`config.mk`:
```
export PLATFORM = sky130hd
export DESIGN_NAME = isfm_monitor
export DESIGN_NICKNAME = d
export VERILOG_FILES = /design/src/core/isfm_pkg.sv /design/src/core/isfm_sync_if.sv /design/src/core/isfm_monitor.sv /design/src/core/isfm_pin_sync.sv
export SDC_FILE = /design/constraint.sdc
export NUM_CORES = 1
export LEC_CHECK = 0
export ABC_AREA = 1
export BUFFER_PORTS_ARGS = -buffer_cell sky130_fd_sc_hd__buf_2
export CAP_MARGIN = 20
export CORE_MARGIN = 2
export CORE_UTILIZATION = 49
export DETAILED_ROUTE_END_ITERATION = 7
export PLACE_DENSITY = 0.74
export SLEW_MARGIN = 20
export SYNTH_ARGS = -nofsm -noshare
export SYNTH_HDL_FRONTEND = slang
export SYNTH_SLANG_ARGS = --single-unit
```
`constraint.sdc`:
```
create_clock -name core_clk -period 1.8 [get_ports core_clk]
set_input_delay 0 -clock core_clk [delete_from_list [all_inputs] [get_ports core_clk]]
set_output_delay 0 -clock core_clk [all_outputs]
set_load 0.01 [all_outputs]
```
`src/core/isfm_pkg.sv`:
```
/*
 File: constants for the isolated switch fault monitor.
 Assumes: one 40 MHz core clock; all users write isfm_pkg::name.
*/
package isfm_pkg;
    localparam int NUM_CHANNELS       = 4;     // Output channels
    localparam int CLK_MHZ            = 40;    // Core clock rate
    localparam int LINK_TIMEOUT_US    = 10;    // Link silence tolerated
    localparam int LINK_TIMEOUT_CYC   = LINK_TIMEOUT_US * CLK_MHZ; // Cycles
    localparam int SUM_LINK_FAULT_BIT = 7;     // Link fault in summary reg
    localparam int CH_OPEN_WARN_BIT0  = 0;     // Channel one open-load bit
    localparam int CH_FIELD_STRIDE    = 4;     // Bits per channel in fault reg
    localparam int MAX_CHAIN          = 32;    // Daisy chain depth
    localparam logic [7:0] SUM_RESET  = 8'h00; // Summary reset value
    localparam logic [7:0] CHF_RESET  = 8'h00; // Channel fault reset value
endpackage : isfm_pkg

```
`src/core/isfm_sync_if.sv`:
```
/*
 File: carrier of synchronised pin levels between the monitor modules.
 Assumes: one clock domain.
*/
interface isfm_sync_if #(parameter int W = 4);
    logic [W-1:0] raw;    // Raw pin levels
    logic [W-1:0] clean;  // Agreed levels
    modport syncer (input raw, output clean);
    modport user   (output raw, input clean);
endinterface : isfm_sync_if

```
`src/core/isfm_monitor.sv`:
```
/*
 File: logic-side fault monitor of a four-channel isolated switch:
 open-load warnings, link watchdog with output shutdown, state indicators.
 Assumes: control and analog status arrive as pins; link heartbeat pulses
 come from the link receiver on core_clk; the serial port sits outside and
 reads the fault registers and drives the clear request.
*/
// Function
// - Open-load warning only while channel input low
// - Open load sets warning bit and indicator
// - All channels on: warnings zero, indicator inactive
// - Channel one uses enable bit zero
// - Control inputs bypass the diagnostic link
// - Link watchdog sets fault flag, shuts switches
// - Link fault disables outputs until clear, gone
// - Dead switch side sets flag, disables outputs
// - Switch side alone disables without logic side
// - One open-drain low indicator per channel
// - Indicator mirrors actual switch state bit
// - Over-current off clears state, indicator follows
// - Registers exposed for serial master access
// - Chain up to thirty-two addressable devices
// - Link fault in summary bit seven
// - Channel one open warning bit zero
module isfm_monitor #(
    parameter int NCH         = isfm_pkg::NUM_CHANNELS,
    parameter int TIMEOUT_CYC = isfm_pkg::LINK_TIMEOUT_CYC,
    parameter int CHAIN_LEN   = isfm_pkg::MAX_CHAIN
) (
    input  wire logic           core_clk,
    input  wire logic           rst,
    input  wire logic           clkEn,
    input  wire logic [NCH-1:0] channelControlInput,
    input  wire logic [NCH-1:0] openLoadDetect,
    input  wire logic [NCH-1:0] switchOnSense,
    input  wire logic           linkHeartbeat,
    input  wire logic           linkCrcError,
    input  wire logic           switchSidePowerGood,
    input  wire logic           clearLinkFault,
    input  wire logic [4:0]     chainAddress,
    output logic [NCH-1:0]      switchEnableBits,
    output logic [NCH-1:0]      switchStateBits,
    output logic [7:0]          summaryFaultRegister,
    output logic [7:0]          channelFaultRegister21,
    output logic [7:0]          channelFaultRegister43,
    output logic [NCH-1:0]      openLoadWarning,
    output logic                openLoadIndicator_n_o,
    output logic                openLoadIndicator_n_oe,
    output logic [NCH-1:0]      stateIndicator_n_o,
    output logic [NCH-1:0]      stateIndicator_n_oe,
    output logic [4:0]          deviceAddress
);
    typedef enum logic [1:0] {ISFM_LINK_OK, ISFM_LINK_FAULT, ISFM_LINK_WAITCLR} isfm_link_t;

    // Elaboration check: register images fix four channels, strap fixes chain depth
    if (NCH != 4 || TIMEOUT_CYC < 1 || CHAIN_LEN < 1 || CHAIN_LEN > 32)
    begin : gBadParams
        $error("isfm_monitor: unsupported parameters");
    end

    localparam int CW = $clog2(TIMEOUT_CYC + 1); // Watchdog counter width

    // Pin synchronisers for control, load and sense pins
    isfm_sync_if #(.W(3*NCH+1)) pinIf ();
    // Power-good enters inverted: the chain's reset level then reads as alive,
    // so reset release raises no false link fault
    assign pinIf.raw = {~switchSidePowerGood, switchOnSense, openLoadDetect,
                        channelControlInput};
    isfm_pin_sync #(.W(3*NCH+1)) uSync (
        .core_clk (core_clk),
        .rst      (rst),
        .clkEn    (clkEn),
        .sp       (pinIf)
    );

    logic [NCH-1:0] ctrlIn;       // Synchronised channel inputs
    logic [NCH-1:0] openIn;       // Synchronised open-load comparators
    logic [NCH-1:0] senseIn;      // Synchronised actual switch state
    logic           powerGood;    // Synchronised switch-side power
    assign ctrlIn    = pinIf.clean[NCH-1:0];
    assign openIn    = pinIf.clean[2*NCH-1:NCH];
    assign senseIn   = pinIf.clean[3*NCH-1:2*NCH];
    assign powerGood = ~pinIf.clean[3*NCH];

    isfm_link_t     linkState_reg;   // Link fault state
    isfm_link_t     linkState_next;  // Next link state
    logic [CW-1:0]  wdCount_reg;     // Cycles since last heartbeat
    logic [NCH-1:0] openWarn_reg;    // Open-load warnings
    logic [NCH-1:0] state_reg;       // Switch state bits
    logic [4:0]     addr_reg;        // Chain address captured after reset
    logic           addrTaken_reg;   // Address captured once

    logic linkBad;     // Any link fault condition present
    logic linkFault;   // Flag as reported
    logic wdExpired;   // Watchdog ran out
    assign wdExpired = (wdCount_reg == CW'(TIMEOUT_CYC));
    // Loss of heartbeat, bad frame or dead switch side
    assign linkBad   = wdExpired | linkCrcError | ~powerGood;
    assign linkFault = (linkState_reg != ISFM_LINK_OK);

    // Link fault state: a clear counts only once the fault is gone
    always_comb
    begin
        case (linkState_reg)
            ISFM_LINK_OK:
                linkState_next = linkBad ? ISFM_LINK_FAULT : ISFM_LINK_OK;
            ISFM_LINK_FAULT:
                linkState_next = linkBad ? ISFM_LINK_FAULT : ISFM_LINK_WAITCLR;
            ISFM_LINK_WAITCLR:
                // Bad condition again wins over a clear
                linkState_next = linkBad ? ISFM_LINK_FAULT :
                                 (clearLinkFault ? ISFM_LINK_OK : ISFM_LINK_WAITCLR);
            default:
                linkState_next = ISFM_LINK_FAULT;
        endcase
    end

    // Watchdog counter, reset by each heartbeat
    always_ff @(posedge core_clk or posedge rst)
    begin
        if (rst)
            wdCount_reg <= '0;
        else if (clkEn)
        begin
            if (linkHeartbeat)
                wdCount_reg <= '0;
            else if (!wdExpired)
                wdCount_reg <= wdCount_reg + CW'(1);
        end
    end

    // Link state register
    always_ff @(posedge core_clk or posedge rst)
    begin
        if (rst)
            linkState_reg <= ISFM_LINK_OK;
        else if (clkEn)
            linkState_reg <= linkState_next;
    end

    // Warnings only for off channels; state follows actual sense
    always_ff @(posedge core_clk or posedge rst)
    begin
        if (rst)
        begin
            openWarn_reg <= '0;
            state_reg    <= '0;
        end
        else if (clkEn)
        begin
            openWarn_reg <= openIn & ~ctrlIn;
            state_reg    <= senseIn & switchEnableBits;
        end
    end

    // Chain address caught after reset release
    always_ff @(posedge core_clk or posedge rst)
    begin
        if (rst)
        begin
            addr_reg      <= '0;
            addrTaken_reg <= 1'b0;
        end
        else if (clkEn && !addrTaken_reg)
        begin
            addr_reg      <= chainAddress;
            addrTaken_reg <= 1'b1;
        end
    end

    // Enables gated by the link fault; input bit n drives channel n
    assign switchEnableBits = linkFault ? '0 : ctrlIn;
    assign switchStateBits  = state_reg;
    assign openLoadWarning  = openWarn_reg;
    assign deviceAddress    = addr_reg;

    // Register images
    always_comb
    begin
        summaryFaultRegister = isfm_pkg::SUM_RESET;
        summaryFaultRegister[isfm_pkg::SUM_LINK_FAULT_BIT] = linkFault;
        summaryFaultRegister[NCH-1:0] = openWarn_reg;
        channelFaultRegister21 = isfm_pkg::CHF_RESET;
        channelFaultRegister43 = isfm_pkg::CHF_RESET;
        channelFaultRegister21[isfm_pkg::CH_OPEN_WARN_BIT0] = openWarn_reg[0];
        channelFaultRegister21[isfm_pkg::CH_OPEN_WARN_BIT0 + isfm_pkg::CH_FIELD_STRIDE] =
            openWarn_reg[1];
        channelFaultRegister43[isfm_pkg::CH_OPEN_WARN_BIT0] = openWarn_reg[2];
        channelFaultRegister43[isfm_pkg::CH_OPEN_WARN_BIT0 + isfm_pkg::CH_FIELD_STRIDE] =
            openWarn_reg[3];
    end

    // Open-drain low indicators: enable high pulls low
    genvar gi;
    generate
        for (gi = 0; gi < NCH; gi++)
        begin : gInd
            assign stateIndicator_n_o[gi]  = 1'b0;
            assign stateIndicator_n_oe[gi] = state_reg[gi];
        end
    endgenerate
    assign openLoadIndicator_n_o  = 1'b0;
    assign openLoadIndicator_n_oe = |openWarn_reg;

    AST_WARN_ONLY_OFF: assert property (@(posedge core_clk) disable iff (rst)
        (openWarn_reg & $past(ctrlIn)) == '0)
        else $error("open warning on an on channel");
    AST_WARN_SET: assert property (@(posedge core_clk) disable iff (rst)
        clkEn && openIn[0] && !ctrlIn[0] |=> channelFaultRegister21[0])
        else $error("open warning not set");
    AST_ON_INDICATOR: assert property (@(posedge core_clk) disable iff (rst)
        (ctrlIn == '1) && clkEn |=> !openLoadIndicator_n_oe)
        else $error("open indicator active with channels on");
    AST_FAULT_OFF: assert property (@(posedge core_clk) disable iff (rst)
        clkEn && linkBad |=> linkFault && switchEnableBits == '0)
        else $error("outputs not cut at once on link fault");
    AST_WD_TRIP: assert property (@(posedge core_clk) disable iff (rst)
        clkEn && wdExpired && linkState_reg == ISFM_LINK_OK |=> summaryFaultRegister[7])
        else $error("watchdog expiry not flagged");
    AST_NO_POWER: assert property (@(posedge core_clk) disable iff (rst)
        clkEn && !powerGood |=> linkFault ##0 switchEnableBits == '0)
        else $error("dead switch side not flagged");
    AST_CLEAR_HELD: assert property (@(posedge core_clk) disable iff (rst)
        linkFault && linkBad && clearLinkFault |=> linkFault)
        else $error("clear accepted during live fault");
    AST_LED_STATE: assert property (@(posedge core_clk) disable iff (rst)
        clkEn |=> stateIndicator_n_oe == ($past(senseIn) & $past(switchEnableBits)))
        else $error("indicator differs from sensed state");
    AST_ENABLE_MAP: assert property (@(posedge core_clk) disable iff (rst)
        !linkFault |-> switchEnableBits[0] == ctrlIn[0])
        else $error("channel one not on bit zero");

    COV_OPEN: cover property (@(posedge core_clk) openLoadIndicator_n_oe);
    COV_LINKRECOVER: cover property (@(posedge core_clk)
        linkState_reg == ISFM_LINK_WAITCLR ##1 linkState_reg == ISFM_LINK_OK);
    COV_OCOFF: cover property (@(posedge core_clk) switchEnableBits[0] && !state_reg[0]);
endmodule : isfm_monitor

```
`src/core/isfm_pin_sync.sv`:
```
/*
 File: three-stage pin synchroniser; a change counts when stages two and three agree.
 Assumes: pins are asynchronous to core_clk.
*/
module isfm_pin_sync #(
    parameter int W = 4
) (
    input  wire logic core_clk,
    input  wire logic rst,
    input  wire logic clkEn,
    isfm_sync_if.syncer sp
);
    logic [W-1:0] s1Reg;     // Metastability catcher
    logic [W-1:0] s2Reg;     // Second stage
    logic [W-1:0] s3Reg;     // Third stage
    logic [W-1:0] cleanReg;  // Accepted level
    logic [W-1:0] agree;     // Stages two and three equal

    assign agree    = ~(s2Reg ^ s3Reg);
    assign sp.clean = cleanReg;

    // Shift chain and accept agreed bits
    always_ff @(posedge core_clk or posedge rst)
    begin
        if (rst)
        begin
            s1Reg    <= '0;
            s2Reg    <= '0;
            s3Reg    <= '0;
            cleanReg <= '0;
        end
        else if (clkEn)
        begin
            s1Reg    <= sp.raw;
            s2Reg    <= s1Reg;
            s3Reg    <= s2Reg;
            cleanReg <= (s3Reg & agree) | (cleanReg & ~agree);
        end
    end
endmodule : isfm_pin_sync

```
---- Word-level counts from Yosys, hierarchy flattened ----
Index checks and enable logic that the tools add are counted.
W data, S select, Z words.
storage, ports and cells
  output and inout bits ................... 51
  bits of input ports ..................... 24
  bits in registers ....................... 77
  logic and storage cells ................. 41
operators by class
  reduce and logical (&&, ||, !) cells .... 6
  bitwise gates (word level) .............. 12
  equality and inequality tests ........... 4
  $add $sub $neg .......................... 1
  muxes and demuxes ....................... 8
operator list
  kind                   number
  $and A13 B13 Y13       2
  $not A13 Y13           2
  $mux W9                2
  $or A13 B13 Y13        1
  $xor A13 B13 Y13       1
  $add A9 B1 Y9 const B  1
  $eq A9 B9 Y1 const B   1
  $and A4 B4 Y4          2
  $mux W2                3
  $pmux W2 S3            1
  $mux W4                1
  $not A4 Y4             1
  $reduce_or A4 Y1       1
  $eq A2 B1 Y1 const B   1
  $eq A2 B2 Y1 const B   1
  $logic_not A2 Y1       1
  $ne A2 B2 Y1 const B   1
  $or A1 B1 Y1           2
  $reduce_and A2 Y1      1
  $reduce_bool A2 Y1     1
  $logic_and A1 B1 Y1    1
  $logic_not A1 Y1       1
  $mux W1                1
  $not A1 Y1             1

---- Depth between registers and ports, before layout ----
  depth in word-level cells ............... 5
  depth in mapped cells ................... 9
  depth with buffers taken out ............ 8

---- By module ----
From an unflattened synthesis, not the netlist that was laid out.
second synthesis, totals
  cell total of the unflattened synthesis .. 465
  area, all modules ....................... 3714.8 um2
by module, submodules not included
  module         area an instance (um2)  sequential area each (um2)  instances  cells each
  isfm_pin_sync  2188.3                  1301.2                      1          269
  isfm_monitor   1526.5                  625.6                       1          196

---- Least setup slack after synthesis ----
Ideal clock, no wire load.
  kind .................................... flip-flop to flip-flop
  from .................................... register wdCount_reg[0]
  to ...................................... register wdCount_reg[3]
  path buffers ............................ 1
  setup time .............................. 0.126 ns
  data required time ...................... 1.674 ns
  period minus slack after synthesis ...... 1.309 ns
  path slack .............................. 0.491 ns
  data arrival time ....................... 1.182 ns
  stages on the path, launching flop included .. 9
  path through ............................ dfrtp_1 > inv_1 > ha_1 > nand2_1 > nor2_1 > nand3_2 > nand2_4 > buf_8 > o21ai_0
on the way
  longest elaborated chain between the ends .. 3
  elaborated cells between the ends (all ways) .. 6
  classes of those cells .................. add/sub (1); eq/ne (2); mux (2); reduce/logical (1)
ends and longest elaborated chain
  element                                               line                                     RTL
  from (decl)                                           isfm_monitor.sv:87                       logic [CW-1:0] wdCount_reg;
  from (signal assigned)                                isfm_monitor.sv:128                      wdCount_reg <= wdCount_reg + CW'(1);
  $add A9 B1 Y9 / $eq A9 B9 Y1 (equally long branches)  isfm_monitor.sv:128, isfm_monitor.sv:96
  $mux W9 / $ne A2 B2 Y1 (equally long branches)        --
  $mux W9 / $reduce_and A2 Y1 (equally long branches)   --
Several ways; a longest one is shown, not always the timed one. The select of a mux whose other input is x is not followed.
A chain may end at the register's enable or synchronous reset.

---- Final worst setup path ----
  from .................................... register linkState_reg[1]
  to ...................................... output switchEnableBits[0]
on the way
  longest elaborated chain between the ends .. 2
ends and longest elaborated chain
  element                 line                 RTL
  from (decl)             isfm_monitor.sv:85   isfm_link_t linkState_reg;
  from (signal assigned)  isfm_monitor.sv:138  linkState_reg <= linkState_next;
  $reduce_bool A2 Y1      isfm_monitor.sv:99   assign linkFault = (linkState_reg != ISFM_LINK_OK);
  $mux W4                 isfm_monitor.sv:172  assign switchEnableBits = linkFault ? '0 : ctrlIn;
  to (decl)               isfm_monitor.sv:41   output logic [NCH-1:0] switchEnableBits,
Every way passes these cells.

==> impl_metrics.ini <==
[clock_network]
post_cts_buffers = 0
insertion_delay_ps = 340
cts_tree = done
clk_pin_slew_worst_paths_ps = 70
root_buffer = clkbuf_8
cts_max_path_buffers = 2
cts.htree.levels = 3
cts.sinks = 77
numCtsBuffers = 9

[cells_and_area]
layout_commonest_cell = nand2_1
final_nets = 498
diodes = 0
drive_gt1_frac = 0.178
final_util = 0.598
stdcell_count = 573
syn_to_final_growth_pct = 16.9
layout_common_cells = nand2_1 (159), dfrtp_1 (77), buf_2 (54)
nFillCells = 628

[worst_setup_path]
critical_path_class = register to primary output
max_stage_delay_ps = 400
start_kind = register
worstPathRequired_ps = 1800
endpoint_kind = primary output
arrival_ps = 1450
cp_max_fo = 6
slowest_stage = dfrtp_1
cp_top_family = simple AND/OR/NAND/NOR gates
crit_buf_inv = 1
crit_chain = or2_2, nor2_1, buf_2

[place]
gp_congestion = 0.819
io_buffers = 54
dpl.hpwl_microns = 4010
dpl.cell_count = 537

[floorplanning]
die_h_microns = 88.5
ios = 75
fp.dieArea_sq_mm = 0.00782
core_sq_mm = 0.00683
start_util = 0.512
num_rows = 30
die_x_microns = 88.5

[global_route]
use_met2 = 0.278
grt_busiest_layer = met2
grt_use_met3 = 0.0476
grt_max_degree = 78
use_met1 = 0.231
grt_first_pass_wirelength_microns = 10600
overflow = 0
grt_pass1_vias = 2456
grt.total_usage = 0.175
antenna_found_initial = 0

[synth]
syn_area_sq_mm = 0.00349
synth_top_area_share = 0.551
ys_warn_count = 0
yosysSeqAreaShare = 0.551
synthCells = 412
ys_types = 22
synth_area_per_cell_sq_um = 8.48
yosysTopAreaCell = dfrtp_1
ys_ff_latch = 77
synthTopCellsByArea = dfrtp_1 (55%), nand2_1 (17%), buf_4 (7.1%), o21ai_0 (5.9%), nand3_1 (3.0%)

[routing]
dr.pass1.iters = 4
wl_per_cell_microns = 10.9
via_per_inst = 4.55
antenna_left = 0
via_count = 2607
drc = 0
finalWirelength_microns = 6230
dr.first_iter.drc_count = 163

[timing]
timing.fmax_mhz = 692
max_slew_margin = 0.630
hold_violations = 0
tns_ps = 0
final_min_period_over_clock_period = 0.803
period_needed_ps = 1450
fin_skew_ps = 6.26
tightest_slew_ps = 555
slew_viol_final = 0
setup_viol = 0
rsz0062_at_grt = false

[power]
p_leak_nw = 2.17
powerDensity_mw_per_mm2 = 949
peakVddDrop_mv = 0.456

[min_path]
hold_path.class = input port to register

[run_status]
status = complete, no violations

[job]
drv_cap = 0
area by class of cell:
cell class                 instances  area (sq um)  area share
clock buffer                      10           138      0.0337
clock inverter                     6          62.6      0.0153
tap                               96           120      0.0294
inverter                          24          93.8      0.0230
timing repair buffer              77           518       0.127
multi-input combinational        283          1220       0.300
sequential                        77          1930       0.472
Yosys cell counts:
master,n
nand3_2,1
inv_2,1
conb_1,1
buf_4,33
a21oi_1,1
inv_1,22
o21ai_0,41
buf_8,1
clkbuf_1,3
ha_1,2
or2_2,2
nand2_4,1
nor2_2,1
nand3_1,21
nand2_1,159
clkinv_1,1
buf_2,10
o21ai_1,4
mux2_2,5
nor2_1,24
nand4_1,1
dfrtp_1,77
cells by family (layout without fill, tap and decap cells):
family                   after synthesis  in the layout  share of synthesized area
buffers and inverters                 71            117                      0.119
adder cells (fa/ha/maj)                2              2                    0.00716
multiplexers                           5              5                     0.0161
other                                  1             20                    0.00107
AO/OA/AOI/OAI                         46             46                     0.0659
flip-flops                            77             77                      0.551
AND/OR/NAND/NOR                      210            210                      0.240
worst reg2reg max path: cells and delay by family (launching register included):
kind / cells / cell delay, ps
adders and majority gates: 1 / 170
buffers and inverters: 1 / 120
DFF: 1 / 410
and+or+nand+nor: 4 / 460
AOI/OAI and AO/OA: 1 / 120
layer usage:
layer  vias up  share of wire
met5         -              0
met4         0          0.015
met3         7          0.042
met2        68           0.45
met1      1178           0.49
li1       1354              -
final timing paths:
check                                 startpoint                   to  slack, ps  cells after the start
worst min-delay path              clearLinkFault     linkState_reg[1]         40                      6
min in group asynchronous                    rst       wdCount_reg[3]        310                      4
worst max register to register    wdCount_reg[0]       wdCount_reg[6]        390                      7
max in group asynchronous                    rst   openLoadWarning[0]       1160                      4
worst min register to register     addrTaken_reg        addrTaken_reg        450                      2
worst max-delay path            linkState_reg[1]  switchEnableBits[0]        350                      3
through the flow:
| step | instance area, sq um | worst slack, ps | hold slack [ps] | total power [mW] |
|---|---|---|---|---|
| after detailed placement | 3680 | 381 | 147 | 2.59 |
| after global routing | 4080 | 215 | 73.3 | 4.13 |
| after floorplan | 3570 | 491 | 112 | 2.48 |
| after global placement | 3680 | 463 | 142 | 2.56 |
| final | 4080 | 354 | 35.3 | 3.88 |
| after CTS | 4080 | 307 | 11.5 | 3.92 |
where the power goes:
group / switching (mW) / internal [mW]
Clock: 0.616 / 0.672
Combinational: 0.327 / 0.223
Sequential: 0.126 / 1.91
repair_timing:
action                                  4_1_cts  5_1_grt
gates resized for setup                       0        0
hold buffers                                 20        0
hold endpoints to repair                     97        0
endpoints found under the setup margin        0        0
Note: power is estimated with default switching activity, not from simulation.
